--- src/verilog/tabs_pkg.sv ---
package tabs_pkg;

  // ------------------------------------------------------------------
  // Clock and timing
  // ------------------------------------------------------------------
  localparam int CLK_MHZ = 250;
  localparam int INIT_TIME_NS = 1000;
  localparam int INIT_CYCLES = (INIT_TIME_NS * CLK_MHZ + 999) / 1000;
  localparam int TRIM_SPAN_UV = 3000;
  localparam int TRIM_STEP_UV = 25;
  localparam logic signed [7:0] TRIM_MAX = 8'(TRIM_SPAN_UV / TRIM_STEP_UV);

  // ------------------------------------------------------------------
  // Link command bytes
  // ------------------------------------------------------------------
  localparam logic [3:0] CMD_THR_WR_NIB = 4'h2;
  localparam logic [3:0] CMD_THR_RD_NIB = 4'hA;
  localparam logic [7:0] CMD_DEV_CFG_WR = 8'h30;
  localparam logic [7:0] CMD_DEV_CFG_RD = 8'hB0;
  localparam logic [7:0] CMD_SOFT_CFG_WR = 8'h32;
  localparam logic [7:0] CMD_SOFT_CFG_RD = 8'hB2;
  localparam logic [7:0] CMD_HW_CFG_WR = 8'h60;
  localparam logic [7:0] CMD_HW_CFG_RD = 8'hE0;
  localparam logic [7:0] CMD_FLAG_RD = 8'hEA;
  localparam logic [7:0] CMD_CONV_WR = 8'h62;
  localparam logic [7:0] CMD_SHUT_WR = 8'h64;
  localparam logic [7:0] CMD_AMPCAL_WR = 8'h4E;
  localparam logic [7:0] CMD_FIFO_RD = 8'h80;
  localparam int CMD_RD_BIT = 7;
  localparam logic [6:0] DEV_ADDR_DEFAULT = 7'h2A;

  // ------------------------------------------------------------------
  // Threshold resets (index = command bits 3:1)
  // ------------------------------------------------------------------
  localparam logic [11:0] THR_RST_HIGH_TEMP = 12'h7FF;
  localparam logic [11:0] THR_RST_LOW_TEMP = 12'h800;
  localparam logic [11:0] THR_RST_HIGH_CUR = 12'hFFF;
  localparam logic [11:0] THR_RST_LOW_CUR = 12'h000;

  // ------------------------------------------------------------------
  // Configuration fields
  // ------------------------------------------------------------------
  localparam int HW_FAULT_LATCH_BIT = 0;
  localparam int HW_FAULT_OD_BIT = 1;
  localparam int HW_FAULT_AH_BIT = 2;
  localparam int HW_G1_OD_BIT = 3;
  localparam int HW_G2_OD_BIT = 4;
  localparam logic [7:0] HW_CFG_RST = 8'h00;
  localparam int SOFT_HYSMODE_BIT = 0;
  localparam int SOFT_HYST_LSB = 1;
  localparam int SOFT_TEMP_EN_BIT = 4;
  localparam int SOFT_CUR_EN_BIT = 5;
  localparam logic [7:0] SOFT_CFG_RST = 8'h30;
  localparam logic [13:0] HYST_STEP = 14'h0008;
  localparam int DEV_GAIN1_LSB = 0;
  localparam int DEV_GAIN2_LSB = 2;
  localparam logic [7:0] DEV_CFG_RST = 8'h00;
  localparam logic [4:0] GAIN_LOW = 5'h02;
  localparam logic [4:0] GAIN_MID = 5'h0A;
  localparam logic [4:0] GAIN_HIGH = 5'h19;
  localparam int CONV_TSEL_LSB = 0;
  localparam int CONV_CONT_BIT = 2;
  localparam logic [7:0] CONV_RST = 8'h00;
  localparam logic [1:0] TSEL_SINGLE = 2'h3;
  localparam int SHUT_OSC_POWERDOWN_BIT_BIT = 0;
  localparam logic [7:0] SHUT_RST = 8'h00;

  // ------------------------------------------------------------------
  // Host register map
  // ------------------------------------------------------------------
  localparam logic [7:0] HOST_REG_CMD = 8'h00;
  localparam logic [7:0] HOST_REG_WDATA = 8'h04;
  localparam logic [7:0] HOST_REG_RDATA = 8'h08;
  localparam logic [7:0] HOST_REG_STATUS = 8'h0C;

  typedef enum logic [3:0] {
    CV_IDLE = 4'b0001,
    CV_RUN = 4'b0010,
    CV_CONT = 4'b0100,
    CV_STOP = 4'b1000
  } tabs_conv_e;

  typedef enum logic [6:0] {
    HS_IDLE = 7'b0000001,
    HS_WAIT = 7'b0000010,
    HS_ADDR = 7'b0000100,
    HS_CMD = 7'b0001000,
    HS_D0 = 7'b0010000,
    HS_D1 = 7'b0100000,
    HS_DONE = 7'b1000000
  } tabs_host_e;

endpackage
--- src/verilog/tabs_if.sv ---
`timescale 1ns/1ps
interface tabs_if;
  logic linkStrobe;
  logic linkFirst;
  logic [7:0] linkByte;
  logic [7:0] devByte;
  logic devByteValid;
  logic busy;

  modport dev (input linkStrobe, input linkFirst, input linkByte,
               output devByte, output devByteValid, output busy);
  modport host (output linkStrobe, output linkFirst, output linkByte,
                input devByte, input devByteValid, input busy);
endinterface

--- src/verilog/tabs_device.sv ---
`timescale 1ns/1ps
// Behaviour
// - Comparator mode: fault equals guard1 OR guard2
// - Latched mode: fault holds until flags read
// - Comparator mode: fault clears when readings recover
// - Fault pin drive and polarity configurable
// - Guards active-high push-pull, open-drain optional
// - Busy covers conversions, calibrations, power-up init
// - Link always served regardless of busy
// - Host waits busy low for FIFO, conversions
// - Busy rises clock after conversion start
// - Single mode: busy until conversion checked
// - Scan modes: busy until last channel checked
// - Continuous: no busy; stop busy until halt
// - Host waits busy low before oscillator powerdown
// - Window mode: outside trips, hysteresis to clear
// - Window hysteresis 8 to 64 LSBs
// - Hysteresis mode: above trips, below clears
// - All registers reset to defaults
// - Threshold write sixteen bits, upper four ignored
// - Temperature compares signed, eighth-degree LSB
// - Gain 2, 10 or 25 per channel
// - Offset trim swept over plus/minus 3mV
// - Frame: address byte, command byte, data
module tabs_device #(
  parameter logic [6:0] DEV_ADDR = tabs_pkg::DEV_ADDR_DEFAULT
) (
  input wire logic ref_clk,
  input wire logic resetn,
  tabs_if.dev link,
  input wire logic convertStartPin,
  input wire logic measValid,
  input wire logic measChan,
  input wire logic measIsTemp,
  input wire logic [11:0] measData,
  input wire logic convDone,
  input wire logic scanDone,
  input wire logic calConvActive,
  input wire logic dacCalActive,
  input wire logic [1:0] offsetAbove,
  output logic convStart,
  output logic [1:0] convTimingSel,
  output logic convContinuous,
  output logic oscPowerdown,
  output logic [4:0] ampGainCh1,
  output logic [4:0] ampGainCh2,
  output logic [7:0] ampTrimCh1,
  output logic [7:0] ampTrimCh2,
  output logic ch1GuardOut,
  output logic ch1GuardOe,
  output logic ch2GuardOut,
  output logic ch2GuardOe,
  output logic faultOut,
  output logic faultOe
);

  // ------------------------------------------------------------------
  // Helpers
  // ------------------------------------------------------------------
  function automatic logic [11:0] thrRst(input logic [2:0] idx);
    case (idx[1:0])
      2'h0: return tabs_pkg::THR_RST_HIGH_TEMP;
      2'h1: return tabs_pkg::THR_RST_LOW_TEMP;
      2'h2: return tabs_pkg::THR_RST_HIGH_CUR;
      default: return tabs_pkg::THR_RST_LOW_CUR;
    endcase
  endfunction

  function automatic logic [4:0] gainOf(input logic [1:0] code);
    case (code)
      2'h0: return tabs_pkg::GAIN_LOW;
      2'h1: return tabs_pkg::GAIN_MID;
      default: return tabs_pkg::GAIN_HIGH;
    endcase
  endfunction

  function automatic logic signed [13:0] ext12(input logic [11:0] v, input logic sgn);
    return sgn ? $signed({{2{v[11]}}, v}) : $signed({2'h0, v});
  endfunction

  function automatic logic nextCond(input logic cur, input logic signed [13:0] x,
                                    input logic signed [13:0] hi,
                                    input logic signed [13:0] lo,
                                    input logic signed [13:0] hy, input logic hysMode);
    if (hysMode) begin
      if (x > hi) return 1'b1;
      if (x < hi) return 1'b0;
      return cur;
    end
    if (x < lo || x > hi) return 1'b1;
    if (x >= lo + hy && x <= hi - hy) return 1'b0;
    return cur;
  endfunction

  // Open-drain drives low only; the pull-up supplies the high level
  function automatic logic [1:0] pinDrive(input logic level, input logic od);
    return od ? {1'b0, ~level} : {level, 1'b1};
  endfunction

  // ------------------------------------------------------------------
  // Link receive
  // ------------------------------------------------------------------
  logic [1:0] byteCnt_q;
  logic sel_q;
  logic rdFrame_q;
  logic [7:0] cmd_q;
  logic [7:0] hiByte_q;
  logic [15:0] rdWord_q;
  logic [7:0] devByte_q;
  logic devByteValid_q;
  logic wrEn;
  logic rdCmdByte;
  logic [15:0] wrData;
  logic [15:0] rdMux;

  logic [11:0] thr_q [8];
  logic [7:0] hwCfg_q;
  logic [7:0] softCfg_q;
  logic [7:0] devCfg_q;
  logic [7:0] conv_q;
  logic [7:0] shut_q;
  logic [3:0] flag_q;
  logic [3:0] cond_q;
  logic [3:0] condD;

  // Frames are never gated by busy, so the host can poll at any time
  assign wrEn = link.linkStrobe && !link.linkFirst && sel_q && !rdFrame_q
                && byteCnt_q == 2'h3;
  assign rdCmdByte = link.linkStrobe && !link.linkFirst && sel_q && rdFrame_q
                     && byteCnt_q == 2'h1;
  assign wrData = {4'h0, hiByte_q[3:0], link.linkByte};

  always_comb begin
    rdMux = 16'h0000;
    if (link.linkByte[7:4] == tabs_pkg::CMD_THR_RD_NIB && !link.linkByte[0]) begin
      rdMux = {4'h0, thr_q[link.linkByte[3:1]]};
    end else begin
      case (link.linkByte)
        tabs_pkg::CMD_DEV_CFG_RD: rdMux = {8'h00, devCfg_q};
        tabs_pkg::CMD_SOFT_CFG_RD: rdMux = {8'h00, softCfg_q};
        tabs_pkg::CMD_HW_CFG_RD: rdMux = {8'h00, hwCfg_q};
        tabs_pkg::CMD_FLAG_RD: rdMux = {12'h000, flag_q};
        default: rdMux = 16'h0000;
      endcase
    end
  end

  always_ff @(posedge ref_clk or negedge resetn) begin
    if (!resetn) begin
      byteCnt_q <= 2'h0;
      sel_q <= 1'b0;
      rdFrame_q <= 1'b0;
      cmd_q <= 8'h00;
      hiByte_q <= 8'h00;
      rdWord_q <= 16'h0000;
      devByte_q <= 8'h00;
      devByteValid_q <= 1'b0;
    end else begin
      devByteValid_q <= 1'b0;
      if (link.linkStrobe && link.linkFirst) begin
        sel_q <= link.linkByte[7:1] == DEV_ADDR;
        rdFrame_q <= link.linkByte[0];
        byteCnt_q <= 2'h1;
      end else if (link.linkStrobe && sel_q) begin
        byteCnt_q <= byteCnt_q + 2'h1;
        case (byteCnt_q)
          2'h1: begin
            cmd_q <= link.linkByte;
            rdWord_q <= rdMux;
          end
          2'h2: begin
            hiByte_q <= link.linkByte;
            devByte_q <= rdWord_q[15:8];
            devByteValid_q <= rdFrame_q;
          end
          2'h3: begin
            devByte_q <= rdWord_q[7:0];
            devByteValid_q <= rdFrame_q;
            sel_q <= 1'b0;
          end
          default: sel_q <= 1'b0;
        endcase
      end
    end
  end

  assign link.devByte = devByte_q;
  assign link.devByteValid = devByteValid_q;

  // ------------------------------------------------------------------
  // Registers
  // ------------------------------------------------------------------
  always_ff @(posedge ref_clk or negedge resetn) begin
    if (!resetn) begin
      for (int i = 0; i < 8; i++) begin
        thr_q[i] <= thrRst(3'(i));
      end
      hwCfg_q <= tabs_pkg::HW_CFG_RST;
      softCfg_q <= tabs_pkg::SOFT_CFG_RST;
      devCfg_q <= tabs_pkg::DEV_CFG_RST;
      conv_q <= tabs_pkg::CONV_RST;
      shut_q <= tabs_pkg::SHUT_RST;
    end else if (wrEn) begin
      if (cmd_q[7:4] == tabs_pkg::CMD_THR_WR_NIB && !cmd_q[0]) begin
        thr_q[cmd_q[3:1]] <= wrData[11:0];
      end
      case (cmd_q)
        tabs_pkg::CMD_HW_CFG_WR: hwCfg_q <= wrData[7:0];
        tabs_pkg::CMD_SOFT_CFG_WR: softCfg_q <= wrData[7:0];
        tabs_pkg::CMD_DEV_CFG_WR: devCfg_q <= wrData[7:0];
        tabs_pkg::CMD_CONV_WR: conv_q <= wrData[7:0];
        tabs_pkg::CMD_SHUT_WR: shut_q <= wrData[7:0];
        default: ;
      endcase
    end
  end

  assign convTimingSel = conv_q[tabs_pkg::CONV_TSEL_LSB +: 2];
  assign convContinuous = conv_q[tabs_pkg::CONV_CONT_BIT];
  assign oscPowerdown = shut_q[tabs_pkg::SHUT_OSC_POWERDOWN_BIT_BIT];
  assign ampGainCh1 = gainOf(devCfg_q[tabs_pkg::DEV_GAIN1_LSB +: 2]);
  assign ampGainCh2 = gainOf(devCfg_q[tabs_pkg::DEV_GAIN2_LSB +: 2]);

  // ------------------------------------------------------------------
  // Threshold comparison; condition k = channel*2 + (current ? 1 : 0)
  // ------------------------------------------------------------------
  always_comb begin
    logic signed [13:0] hy;
    logic isTemp;
    hy = $signed(14'({11'h000, softCfg_q[tabs_pkg::SOFT_HYST_LSB +: 3]} + 14'h0001)
                 * tabs_pkg::HYST_STEP);
    isTemp = 1'b0;
    condD = cond_q;
    for (int k = 0; k < 4; k++) begin
      isTemp = (k % 2) == 0;
      if (measValid && measChan == 1'(k / 2) && measIsTemp == isTemp
          && softCfg_q[isTemp ? tabs_pkg::SOFT_TEMP_EN_BIT : tabs_pkg::SOFT_CUR_EN_BIT]) begin
        condD[k] = nextCond(cond_q[k], ext12(measData, isTemp),
                            ext12(thr_q[2 * k], isTemp), ext12(thr_q[2 * k + 1], isTemp),
                            hy, softCfg_q[tabs_pkg::SOFT_HYSMODE_BIT]);
      end
    end
  end

  always_ff @(posedge ref_clk or negedge resetn) begin
    if (!resetn) begin
      cond_q <= 4'h0;
    end else begin
      cond_q <= condD;
    end
  end

  // Set wins over the read-clear so a trip during the read is kept
  always_ff @(posedge ref_clk or negedge resetn) begin
    if (!resetn) begin
      flag_q <= 4'h0;
    end else begin
      flag_q <= (rdCmdByte && link.linkByte == tabs_pkg::CMD_FLAG_RD ? 4'h0 : flag_q)
                | (condD & ~cond_q);
    end
  end

  // ------------------------------------------------------------------
  // Output pins
  // ------------------------------------------------------------------
  logic guard1;
  logic guard2;
  logic faultActive;
  assign guard1 = cond_q[0] | cond_q[1];
  assign guard2 = cond_q[2] | cond_q[3];
  assign faultActive = hwCfg_q[tabs_pkg::HW_FAULT_LATCH_BIT] ? |flag_q
                       : guard1 | guard2;
  assign {ch1GuardOut, ch1GuardOe} = pinDrive(guard1, hwCfg_q[tabs_pkg::HW_G1_OD_BIT]);
  assign {ch2GuardOut, ch2GuardOe} = pinDrive(guard2, hwCfg_q[tabs_pkg::HW_G2_OD_BIT]);
  assign {faultOut, faultOe} = pinDrive(faultActive ^ ~hwCfg_q[tabs_pkg::HW_FAULT_AH_BIT],
                                        hwCfg_q[tabs_pkg::HW_FAULT_OD_BIT]);

  // ------------------------------------------------------------------
  // Conversion sequencing
  // ------------------------------------------------------------------
  tabs_pkg::tabs_conv_e conv_st_q;
  logic convCmd;
  assign convCmd = wrEn && cmd_q == tabs_pkg::CMD_CONV_WR;

  always_ff @(posedge ref_clk or negedge resetn) begin
    if (!resetn) begin
      conv_st_q <= tabs_pkg::CV_IDLE;
      convStart <= 1'b0;
    end else begin
      convStart <= 1'b0;
      case (conv_st_q)
        tabs_pkg::CV_IDLE: begin
          if (convCmd && wrData[tabs_pkg::CONV_CONT_BIT]) begin
            conv_st_q <= tabs_pkg::CV_CONT;
            convStart <= 1'b1;
          end else if (convCmd || convertStartPin) begin
            conv_st_q <= tabs_pkg::CV_RUN;
            convStart <= 1'b1;
          end
        end
        tabs_pkg::CV_RUN: begin
          if (convTimingSel == tabs_pkg::TSEL_SINGLE ? convDone : scanDone) begin
            conv_st_q <= tabs_pkg::CV_IDLE;
          end
        end
        tabs_pkg::CV_CONT: begin
          if (convCmd && !wrData[tabs_pkg::CONV_CONT_BIT]) begin
            conv_st_q <= tabs_pkg::CV_STOP;
          end
        end
        tabs_pkg::CV_STOP: begin
          if (scanDone) conv_st_q <= tabs_pkg::CV_IDLE;
        end
        default: conv_st_q <= tabs_pkg::CV_IDLE;
      endcase
    end
  end

  // ------------------------------------------------------------------
  // Power-up init and amplifier offset calibration
  // ------------------------------------------------------------------
  logic [15:0] initCnt_q;
  logic [1:0] calAct_q;
  logic signed [7:0] trim_q [2];

  always_ff @(posedge ref_clk or negedge resetn) begin
    if (!resetn) begin
      initCnt_q <= 16'(tabs_pkg::INIT_CYCLES);
    end else if (initCnt_q != 16'h0000) begin
      initCnt_q <= initCnt_q - 16'h0001;
    end
  end

  // Linear sweep from the negative end: stops at the first code that
  // pushes the net offset positive, i.e. the code nearest zero offset
  always_ff @(posedge ref_clk or negedge resetn) begin
    if (!resetn) begin
      calAct_q <= 2'h0;
      trim_q[0] <= 8'h00;
      trim_q[1] <= 8'h00;
    end else begin
      for (int c = 0; c < 2; c++) begin
        if (wrEn && cmd_q == tabs_pkg::CMD_AMPCAL_WR && wrData[c]) begin
          calAct_q[c] <= 1'b1;
          trim_q[c] <= -tabs_pkg::TRIM_MAX;
        end else if (calAct_q[c]) begin
          if (offsetAbove[c] || trim_q[c] == tabs_pkg::TRIM_MAX) begin
            calAct_q[c] <= 1'b0;
          end else begin
            trim_q[c] <= trim_q[c] + 8'sh01;
          end
        end
      end
    end
  end

  assign ampTrimCh1 = trim_q[0];
  assign ampTrimCh2 = trim_q[1];

  assign link.busy = conv_st_q == tabs_pkg::CV_RUN || conv_st_q == tabs_pkg::CV_STOP
                     || calConvActive || dacCalActive || initCnt_q != 16'h0000
                     || |calAct_q;

endmodule

--- src/flat_wrapper.sv ---
// flat-port wrapper written by rule: the top's interface ports become plain ports
module tabs_device_flat 
#(
  parameter logic [6:0] DEV_ADDR = tabs_pkg::DEV_ADDR_DEFAULT
)
  (ref_clk, resetn, convertStartPin, measValid, measChan, measIsTemp, measData, convDone, scanDone, calConvActive, dacCalActive, offsetAbove, convStart, convTimingSel, convContinuous, oscPowerdown, ampGainCh1, ampGainCh2, ampTrimCh1, ampTrimCh2, ch1GuardOut, ch1GuardOe, ch2GuardOut, ch2GuardOe, faultOut, faultOe, link_linkStrobe, link_linkFirst, link_linkByte, link_devByte, link_devByteValid, link_busy);
  tabs_if link_i ();
  input wire logic ref_clk;
  input wire logic resetn;
  input wire logic convertStartPin;
  input wire logic measValid;
  input wire logic measChan;
  input wire logic measIsTemp;
  input wire logic [11:0] measData;
  input wire logic convDone;
  input wire logic scanDone;
  input wire logic calConvActive;
  input wire logic dacCalActive;
  input wire logic [1:0] offsetAbove;
  output logic convStart;
  output logic [1:0] convTimingSel;
  output logic convContinuous;
  output logic oscPowerdown;
  output logic [4:0] ampGainCh1;
  output logic [4:0] ampGainCh2;
  output logic [7:0] ampTrimCh1;
  output logic [7:0] ampTrimCh2;
  output logic ch1GuardOut;
  output logic ch1GuardOe;
  output logic ch2GuardOut;
  output logic ch2GuardOe;
  output logic faultOut;
  output logic faultOe;
  input wire logic [$bits(link_i.linkStrobe)-1:0] link_linkStrobe;
  input wire logic [$bits(link_i.linkFirst)-1:0] link_linkFirst;
  input wire logic [$bits(link_i.linkByte)-1:0] link_linkByte;
  output wire logic [$bits(link_i.devByte)-1:0] link_devByte;
  output wire logic [$bits(link_i.devByteValid)-1:0] link_devByteValid;
  output wire logic [$bits(link_i.busy)-1:0] link_busy;
  assign link_i.linkStrobe = link_linkStrobe;
  assign link_i.linkFirst = link_linkFirst;
  assign link_i.linkByte = link_linkByte;
  assign link_devByte = link_i.devByte;
  assign link_devByteValid = link_i.devByteValid;
  assign link_busy = link_i.busy;
  tabs_device #(.DEV_ADDR(DEV_ADDR)) u_core (.ref_clk(ref_clk), .resetn(resetn), .link(link_i), .convertStartPin(convertStartPin), .measValid(measValid), .measChan(measChan), .measIsTemp(measIsTemp), .measData(measData), .convDone(convDone), .scanDone(scanDone), .calConvActive(calConvActive), .dacCalActive(dacCalActive), .offsetAbove(offsetAbove), .convStart(convStart), .convTimingSel(convTimingSel), .convContinuous(convContinuous), .oscPowerdown(oscPowerdown), .ampGainCh1(ampGainCh1), .ampGainCh2(ampGainCh2), .ampTrimCh1(ampTrimCh1), .ampTrimCh2(ampTrimCh2), .ch1GuardOut(ch1GuardOut), .ch1GuardOe(ch1GuardOe), .ch2GuardOut(ch2GuardOut), .ch2GuardOe(ch2GuardOe), .faultOut(faultOut), .faultOe(faultOe));
endmodule
--- config.mk ---
export PLATFORM = sky130hd
export DESIGN_NAME = tabs_device_flat
export DESIGN_NICKNAME = d
export VERILOG_FILES = /design/src/verilog/tabs_pkg.sv /design/src/verilog/tabs_if.sv /design/src/verilog/tabs_device.sv /design/src/flat_wrapper.sv
export SDC_FILE = /design/constraint.sdc
export NUM_CORES = 1
export LEC_CHECK = 0
export BUFFER_PORTS_ARGS = -buffer_cell sky130_fd_sc_hd__buf_2
export CAP_MARGIN = 20
export CORE_ASPECT_RATIO = 0.9
export CORE_MARGIN = 1
export CORE_UTILIZATION = 40
export CTS_CLUSTER_SIZE = 16
export DETAILED_ROUTE_END_ITERATION = 8
export GPL_TIMING_DRIVEN = 0
export SYNTH_ARGS = -nofsm -noshare
export SYNTH_HDL_FRONTEND = slang
export SYNTH_SLANG_ARGS = --single-unit
--- constraint.sdc ---
create_clock -name ref_clk -period 7.8 [get_ports ref_clk]
set_input_delay 1.95 -clock ref_clk [delete_from_list [all_inputs] [get_ports ref_clk]]
set_output_delay 1.95 -clock ref_clk [all_outputs]
set_load 0.01 [all_outputs]
# After elaboration in Yosys (flattened, before gate mapping)

Index checks and enable logic that the tools add are counted.
W data, S select, Z words.

Bits in registers: 212
Output and inout bits: 47
Word-level logic and storage cells: 337
Bits of input ports: 34

Reduce and logical (&&, ||, !) cells: 73
Multiplexer cells: 151
Order comparisons: 23
Bitwise logic cells: 16
Equal/unequal tests: 32
Add/subtract/negate cells: 13

Operators with widths:

| operator              | count |
|---|---|
| $mux W1               | 122 |
| $bwmux W96            | 1 |
| $lt A12 B12 Y1        | 8 |
| $eq A8 B8 Y1 const B  | 6 |
| $gt A12 B12 Y1        | 4 |
| $mux W12              | 4 |
| $mux W8               | 6 |
| $bmux W12 S3          | 1 |
| $demux W12 S3         | 1 |
| $eq A8 B7 Y1 const B  | 4 |
| $logic_and A1 B1 Y1   | 32 |
| $pmux W8 S4           | 1 |
| $add A13 B14 Y14      | 2 |
| $ge A12 B14 Y1        | 2 |
| $ge A13 B14 Y1        | 2 |
| $le A12 B14 Y1        | 2 |
| $le A13 B14 Y1        | 2 |
| $sub A13 B14 Y14      | 2 |
| $add A12 B8 Y13       | 2 |
| $sub A12 B8 Y13       | 2 |
| $mux W4               | 6 |
| $pmux W5 S2           | 2 |
| $reduce_and A2 Y1     | 9 |
| $add A8 B2 Y8 const B | 2 |
| other kinds (35)      | 83 |

# Depth between registers and ports, before layout

Word-level depth: 19
Gate-level depth with buffers: 18
Mapped depth without buffers: 17

# Worst setup path after synthesis

OpenSTA, ideal clock, no wires.

Path type: input port to output port
Start: in calConvActive
End: out link_busy
Path buffers: 0
Setup slack: 3.177 ns
Data required time: 5.850 ns
Stages on the path: 2
Arrival time: 2.673 ns
Path through: or4_1 -> a211o_1

Cells in the longest elaborated chain, start to end: 4

RTL lines:

| what                            | RTL line           | source |
|---|---|---|
| start, declared                 | flat_wrapper.sv:17 | `input wire logic calConvActive;` |
| $logic_or A1 B1 Y1 (3 in a row) | tabs_device.sv:361 | `\|\| calConvActive \|\| dacCalActive \|\| initCnt_q != 16'h0000` |
| $logic_or A1 B1 Y1              | tabs_device.sv:362 | `\|\| \|calAct_q;` |
| end, declared                   | flat_wrapper.sv:39 | `output wire logic [$bits(link_i.busy)-1:0] link_busy;` |

Every way passes these cells.

# Final worst setup path

Start: reg u_core.softCfg_q[1]
End: reg u_core.cond_q[2]

Cells in the longest elaborated chain, start to end: 12
Elaborated cells on any way between the ends: 15
Classes of those cells: 3 x add/sub; 2 x order compare; 9 x mux; 1 x reduce/logical

RTL lines:

| what                                                      | RTL line           | source |
|---|---|---|
| start, declared                                           | tabs_device.sv:118 | `logic [7:0] softCfg_q;` |
| start signal, assigned                                    | tabs_device.sv:199 | `softCfg_q <= tabs_pkg::SOFT_CFG_RST;` |
| start signal, assigned                                    | tabs_device.sv:209 | `tabs_pkg::CMD_SOFT_CFG_WR: softCfg_q <= wrData[7:0];` |
| $add A3 B1 Y4 *                                           | tabs_device.sv:230 | `hy = $signed(14'({11'h000, softCfg_q[tabs_pkg::SOFT_HYST_LSB +: 3]} + 14'h0001)` |
| $add A12 B8 Y13 / $sub A12 B8 Y13 (equally long branches) | tabs_device.sv:91  | `if (x >= lo + hy && x <= hi - hy) return 1'b0;` |
| $ge A12 B14 Y1 / $le A12 B14 Y1 (equally long branches)   | tabs_device.sv:91  |  |
| $logic_and A1 B1 Y1 *                                     | tabs_device.sv:91  |  |
| $mux W1 (2 in a row)                                      | tabs_device.sv:91  |  |
| $mux W1                                                   | tabs_device.sv:90  | `if (x < lo \|\| x > hi) return 1'b1;` |
| $mux W1                                                   | tabs_device.sv:236 | `if (measValid && measChan == 1'(k / 2) && measIsTemp == isTemp` |
| $mux W1 *                                                 | tabs_device.sv:92  | `return cur;` |
| $mux W1 *                                                 | tabs_device.sv:91  |  |
| $mux W1 *                                                 | tabs_device.sv:90  |  |
| $mux W1 *                                                 | tabs_device.sv:236 |  |
| named net u_core.condD[2]                                 | tabs_device.sv:124 | `logic [3:0] condD;` |
| end signal, assigned                                      | tabs_device.sv:249 | `cond_q <= condD;` |
| end, declared                                             | tabs_device.sv:123 | `logic [3:0] cond_q;` |

The timed path passes the listed nets; every way through them passes the cells marked *. The select of a mux whose other input is x is not followed.
A chain may end at the register's enable or synchronous reset.

==> qor.json <==
{
  "synthDistinctLibCells": 71,
  "sequential_to_total_area_share_from_yosys_stat_pct": 34.6,
  "slew_viol_final": 0,
  "clockBufferDepth": 3,
  "htreeDepth": 1,
  "grt_antenna_before_repair": 0,
  "post_cts.repair.setup_buffers": 0,
  "post_cts_hold_buffers": 0,
  "cp-endpoint": "u_core.cond_q[2]",
  "die_width_um": 208,
  "layout_fillers": 3582,
  "grt_start_max_net_pins": 106,
  "maxSlewHeadroom_pct": 23.7,
  "postSynthRegisterBits": 208,
  "synth.avg_cell_area_um2": 9.42,
  "clock_skew_ns": 0.00999,
  "cellLeakagePower_nw": 8.18,
  "dp.final_hpwl_mm": 36.5,
  "initial_drc_count": 1245,
  "r2r-start": "u_core.softCfg_q[1]",
  "clk_pin_slew_worst_paths_ns": 0.06,
  "numPortBuffers": 73,
  "synthesis.yosys.warnings": 0,
  "drtAntennaViolNets": 0,
  "synth_edf_count": 0,
  "detailedRoute.firstPassIterationCount": 5,
  "wl_per_cell_um": 22.4,
  "vias_per_cell": 5.79,
  "layout.nets": 1960,
  "detail_route.drc_violations": 0,
  "power-per-cell-area_nw_per_um2": 144,
  "place.gp.congestion": 0.985,
  "clkLatencyLatePin_ns": 0.53,
  "post-route-util_pct": 45.6,
  "dr_total_vias": 12883,
  "die_area_um2": 38900,
  "max_cap_violations": 0,
  "worstHoldPathCells": 1,
  "actual_slew_at_the_worst_max_slew_pin_ns": 1.14,
  "cp_class": "reg -> reg",
  "post_cts.resized_instances": 0,
  "clock_tree.root_cell": "sky130_fd_sc_hd__clkbuf_16",
  "run_status": "complete, no violations",
  "placed_cells": 2180,
  "r2r_slack_ns": 2.28,
  "netlist_instances": 1621,
  "grt_remaining_overflow": 0,
  "worst_ir_drop_vdd_mv": 0.140,
  "tns_ns": 0,
  "cp_max_fo": 10,
  "r2r_end": "u_core.cond_q[2]",
  "worstHoldPathType": "reg -> reg",
  "critical_path.endpoint_type": "flop",
  "timing.fmax_mhz": 181,
  "final.period_utilization_pct": 70.8,
  "crit_arrival_ns": 5.94,
  "grt_usage_pct": 25.3,
  "core_region_area_um2": 37400,
  "finish.cell_count_without_fillers": 2224,
  "final-hold-violation-count": 0,
  "die_y_um": 187,
  "period_needed_ns": 5.52,
  "placement.setup.worst_slack_ns": 2.39,
  "synthToLayoutAreaGrowth_pct": 11.6,
  "post_route_cells_drive_above_1_share_pct": 15.0,
  "count_of_antenna_diodes_in_the_layout": 0,
  "minimum_setup_slack_in_the_final_design_ns": 2.28,
  "cts.sink_count": 208,
  "start_kind": "flop",
  "grt_pass1_vias": 12466,
  "global_route_wire_length_before_repair_mm": 75.1,
  "cts_made_buffers": 24,
  "worstPathRequired_ns": 8.21,
  "routed_wirelength_mm": 49.7,
  "fp-row-count": 67,
  "rsz0062_at_grt": "false",
  "ios": 81,
  "initial_core_util_pct": 40.8,
  "postSynth.topFlopCell": "sky130_fd_sc_hd__dfrtp_1",
  "finalSetupViolCount": 0,
  "synth-async-reset-ratio_pct": 100,
  "netlist_area_um2": 15300,
  "tritoncts_clock_tree": "built",
  "rr_worst_depth": 17,
  "worst_setup_path_startpoint": "u_core.softCfg_q[1]"
}
==> per-layer routing <==
| metal | routed length, um | GRT usage [%] | part of all wire (%) |
|---|---|---|---|
| met5 | 0 | 0 | 0 |
| met2 | 22200 | 40.0 | 45 |
| met4 | 1900 | 9.06 | 3.8 |
| met1 | 22100 | 35.3 | 45 |
| met3 | 3500 | 3.71 | 7.0 |
==> state kept, by name, indices dropped and copies added (netlist names), 2 cells and up <==
name                 count
u_core.conv_q            3
u_core.flag_q            4
u_core.cmd_q             8
u_core.byteCnt_q         2
u_core.rdWord_q         12
u_core.ampTrimCh2        8
u_core.conv_st_q         4
u_core.devCfg_q          8
u_core.cond_q            4
u_core.initCnt_q        16
u_core.ampTrimCh1        8
u_core.softCfg_q         8
u_core.hiByte_q          4
u_core.calAct_q          2
u_core.thr_q            96
u_core.hwCfg_q           8
u_core.link.devByte      8
==> cell usage after synthesis, types with 15 or more instances <==
library cell,number,area (um^2)
sky130_fd_sc_hd__inv_1,135,507
sky130_fd_sc_hd__xor2_1,22,193
sky130_fd_sc_hd__mux2i_1,17,170
sky130_fd_sc_hd__nand4_1,26,163
sky130_fd_sc_hd__a21o_1,29,218
sky130_fd_sc_hd__nor3_1,31,155
sky130_fd_sc_hd__nor2_1,73,274
sky130_fd_sc_hd__dfrtp_1,151,3780
sky130_fd_sc_hd__nand3_1,34,170
sky130_fd_sc_hd__ha_1,203,2540
sky130_fd_sc_hd__mux2_2,50,563
sky130_fd_sc_hd__a21oi_1,73,365
sky130_fd_sc_hd__o211ai_1,15,113
sky130_fd_sc_hd__clkbuf_1,49,184
sky130_fd_sc_hd__nand2_1,173,649
sky130_fd_sc_hd__o21ai_0,156,781
sky130_fd_sc_hd__nor2b_1,15,93.8
sky130_fd_sc_hd__nor4_1,17,106
sky130_fd_sc_hd__xnor2_1,70,613
sky130_fd_sc_hd__dfstp_2,57,1500
sky130_fd_sc_hd__maj3_1,15,150
sky130_fd_sc_hd__mux4_2,24,541
==> worst min-delay path by stage <==
stage / slack [ns] / from / endpoint
4_1_cts: 0.47 / u_core.initCnt_q[9] / u_core.initCnt_q[9]
3_3_place_gp: 0.45 / u_core.initCnt_q[9] / u_core.initCnt_q[9]
3_5_place_dp: 0.46 / u_core.initCnt_q[9] / u_core.initCnt_q[9]
2_1_floorplan: 0.43 / u_core.initCnt_q[9] / u_core.initCnt_q[9]
6_report: 0.46 / u_core.initCnt_q[9] / u_core.initCnt_q[9]
5_1_grt: 0.49 / u_core.initCnt_q[9] / u_core.initCnt_q[9]
==> area by class of cell <==
class | instances | area (um^2) | area share, %
Sequential cell | 208 | 5280 | 31.0
Inverter | 135 | 507 | 2.97
Tap cell | 483 | 604 | 3.55
Buffer | 62 | 262 | 1.53
Clock buffer | 38 | 704 | 4.13
Multi-Input combinational cell | 1217 | 9220 | 54.1
Clock inverter | 6 | 55.1 | 0.323
Timing Repair Buffer | 75 | 410 | 2.41
==> metrics by stage <==
stage / hold WS [ns] / cell area, um^2 / power (mW)
final: 0.461 / 17000 / 2.45
after global routing: 0.486 / 17000 / 2.53
after CTS: 0.467 / 17000 / 2.47
after detailed placement: 0.457 / 16300 / 1.35
after global placement: 0.454 / 16200 / 1.34
after floorplan: 0.434 / 15300 / 1.24
==> cell usage in the layout, fill, tap and decap left out, types with 14 or more instances in the layout <==
cell type / n
sky130_fd_sc_hd__o21a_1: 14
sky130_fd_sc_hd__buf_2: 76
sky130_fd_sc_hd__o21ai_0: 156
sky130_fd_sc_hd__a21o_1: 29
sky130_fd_sc_hd__dfrtp_1: 151
sky130_fd_sc_hd__nand3_1: 34
sky130_fd_sc_hd__nor3_1: 31
sky130_fd_sc_hd__maj3_1: 15
sky130_fd_sc_hd__mux4_2: 24
sky130_fd_sc_hd__nor4_1: 17
sky130_fd_sc_hd__xnor2_1: 70
sky130_fd_sc_hd__nor2_1: 73
sky130_fd_sc_hd__dfstp_2: 57
sky130_fd_sc_hd__nand2_1: 173
sky130_fd_sc_hd__o211ai_1: 15
sky130_fd_sc_hd__mux2_2: 50
sky130_fd_sc_hd__ha_1: 203
sky130_fd_sc_hd__mux2i_1: 17
sky130_fd_sc_hd__clkbuf_1: 59
sky130_fd_sc_hd__nor2b_1: 15
sky130_fd_sc_hd__xor2_1: 22
sky130_fd_sc_hd__inv_1: 135
sky130_fd_sc_hd__a21oi_1: 73
sky130_fd_sc_hd__clkbuf_16: 25
sky130_fd_sc_hd__nand4_1: 26
==> cell families after synthesis <==
group           count (synthesis)  share of synthesized area, %
simple gates                  434                          13.8
mux                            91                          8.35
fa+ha+maj                     218                          17.6
xor+xnor                       92                          5.28
flops                         208                          34.6
buf+inv                       197                          5.03
compound gates                380                          15.3
other cells                     1                        0.0246
==> worst max-delay path: stages, from the launching register on <==
cell and delay [ns]:
sky130_fd_sc_hd__dfrtp_1 0.43, sky130_fd_sc_hd__ha_1 0.31, sky130_fd_sc_hd__clkbuf_1 0.67, sky130_fd_sc_hd__buf_1 0.88
sky130_fd_sc_hd__xnor2_1 0.17, sky130_fd_sc_hd__ha_1 0.24, sky130_fd_sc_hd__a21o_1 0.19, sky130_fd_sc_hd__maj3_1 0.36
sky130_fd_sc_hd__a21oi_1 0.31, sky130_fd_sc_hd__nand3_1 0.14, sky130_fd_sc_hd__xnor2_1 0.20, sky130_fd_sc_hd__ha_1 0.28
sky130_fd_sc_hd__a21o_1 0.18, sky130_fd_sc_hd__a2111oi_0 0.42, sky130_fd_sc_hd__o31ai_1 0.13, sky130_fd_sc_hd__o311ai_0 0.12
sky130_fd_sc_hd__a41o_1 0.31, sky130_fd_sc_hd__nand2_1 0.07
==> power breakdown <==
group | total (mW) | internal [mW] | switching, mW
clock network | 1.12 | 0.650 | 0.468
logic | 0.225 | 0.0742 | 0.150
registers | 1.10 | 1.09 | 0.0106
total | 2.45 | 1.82 | 0.629
No activity file was read; power rests on OpenSTA's default activity.
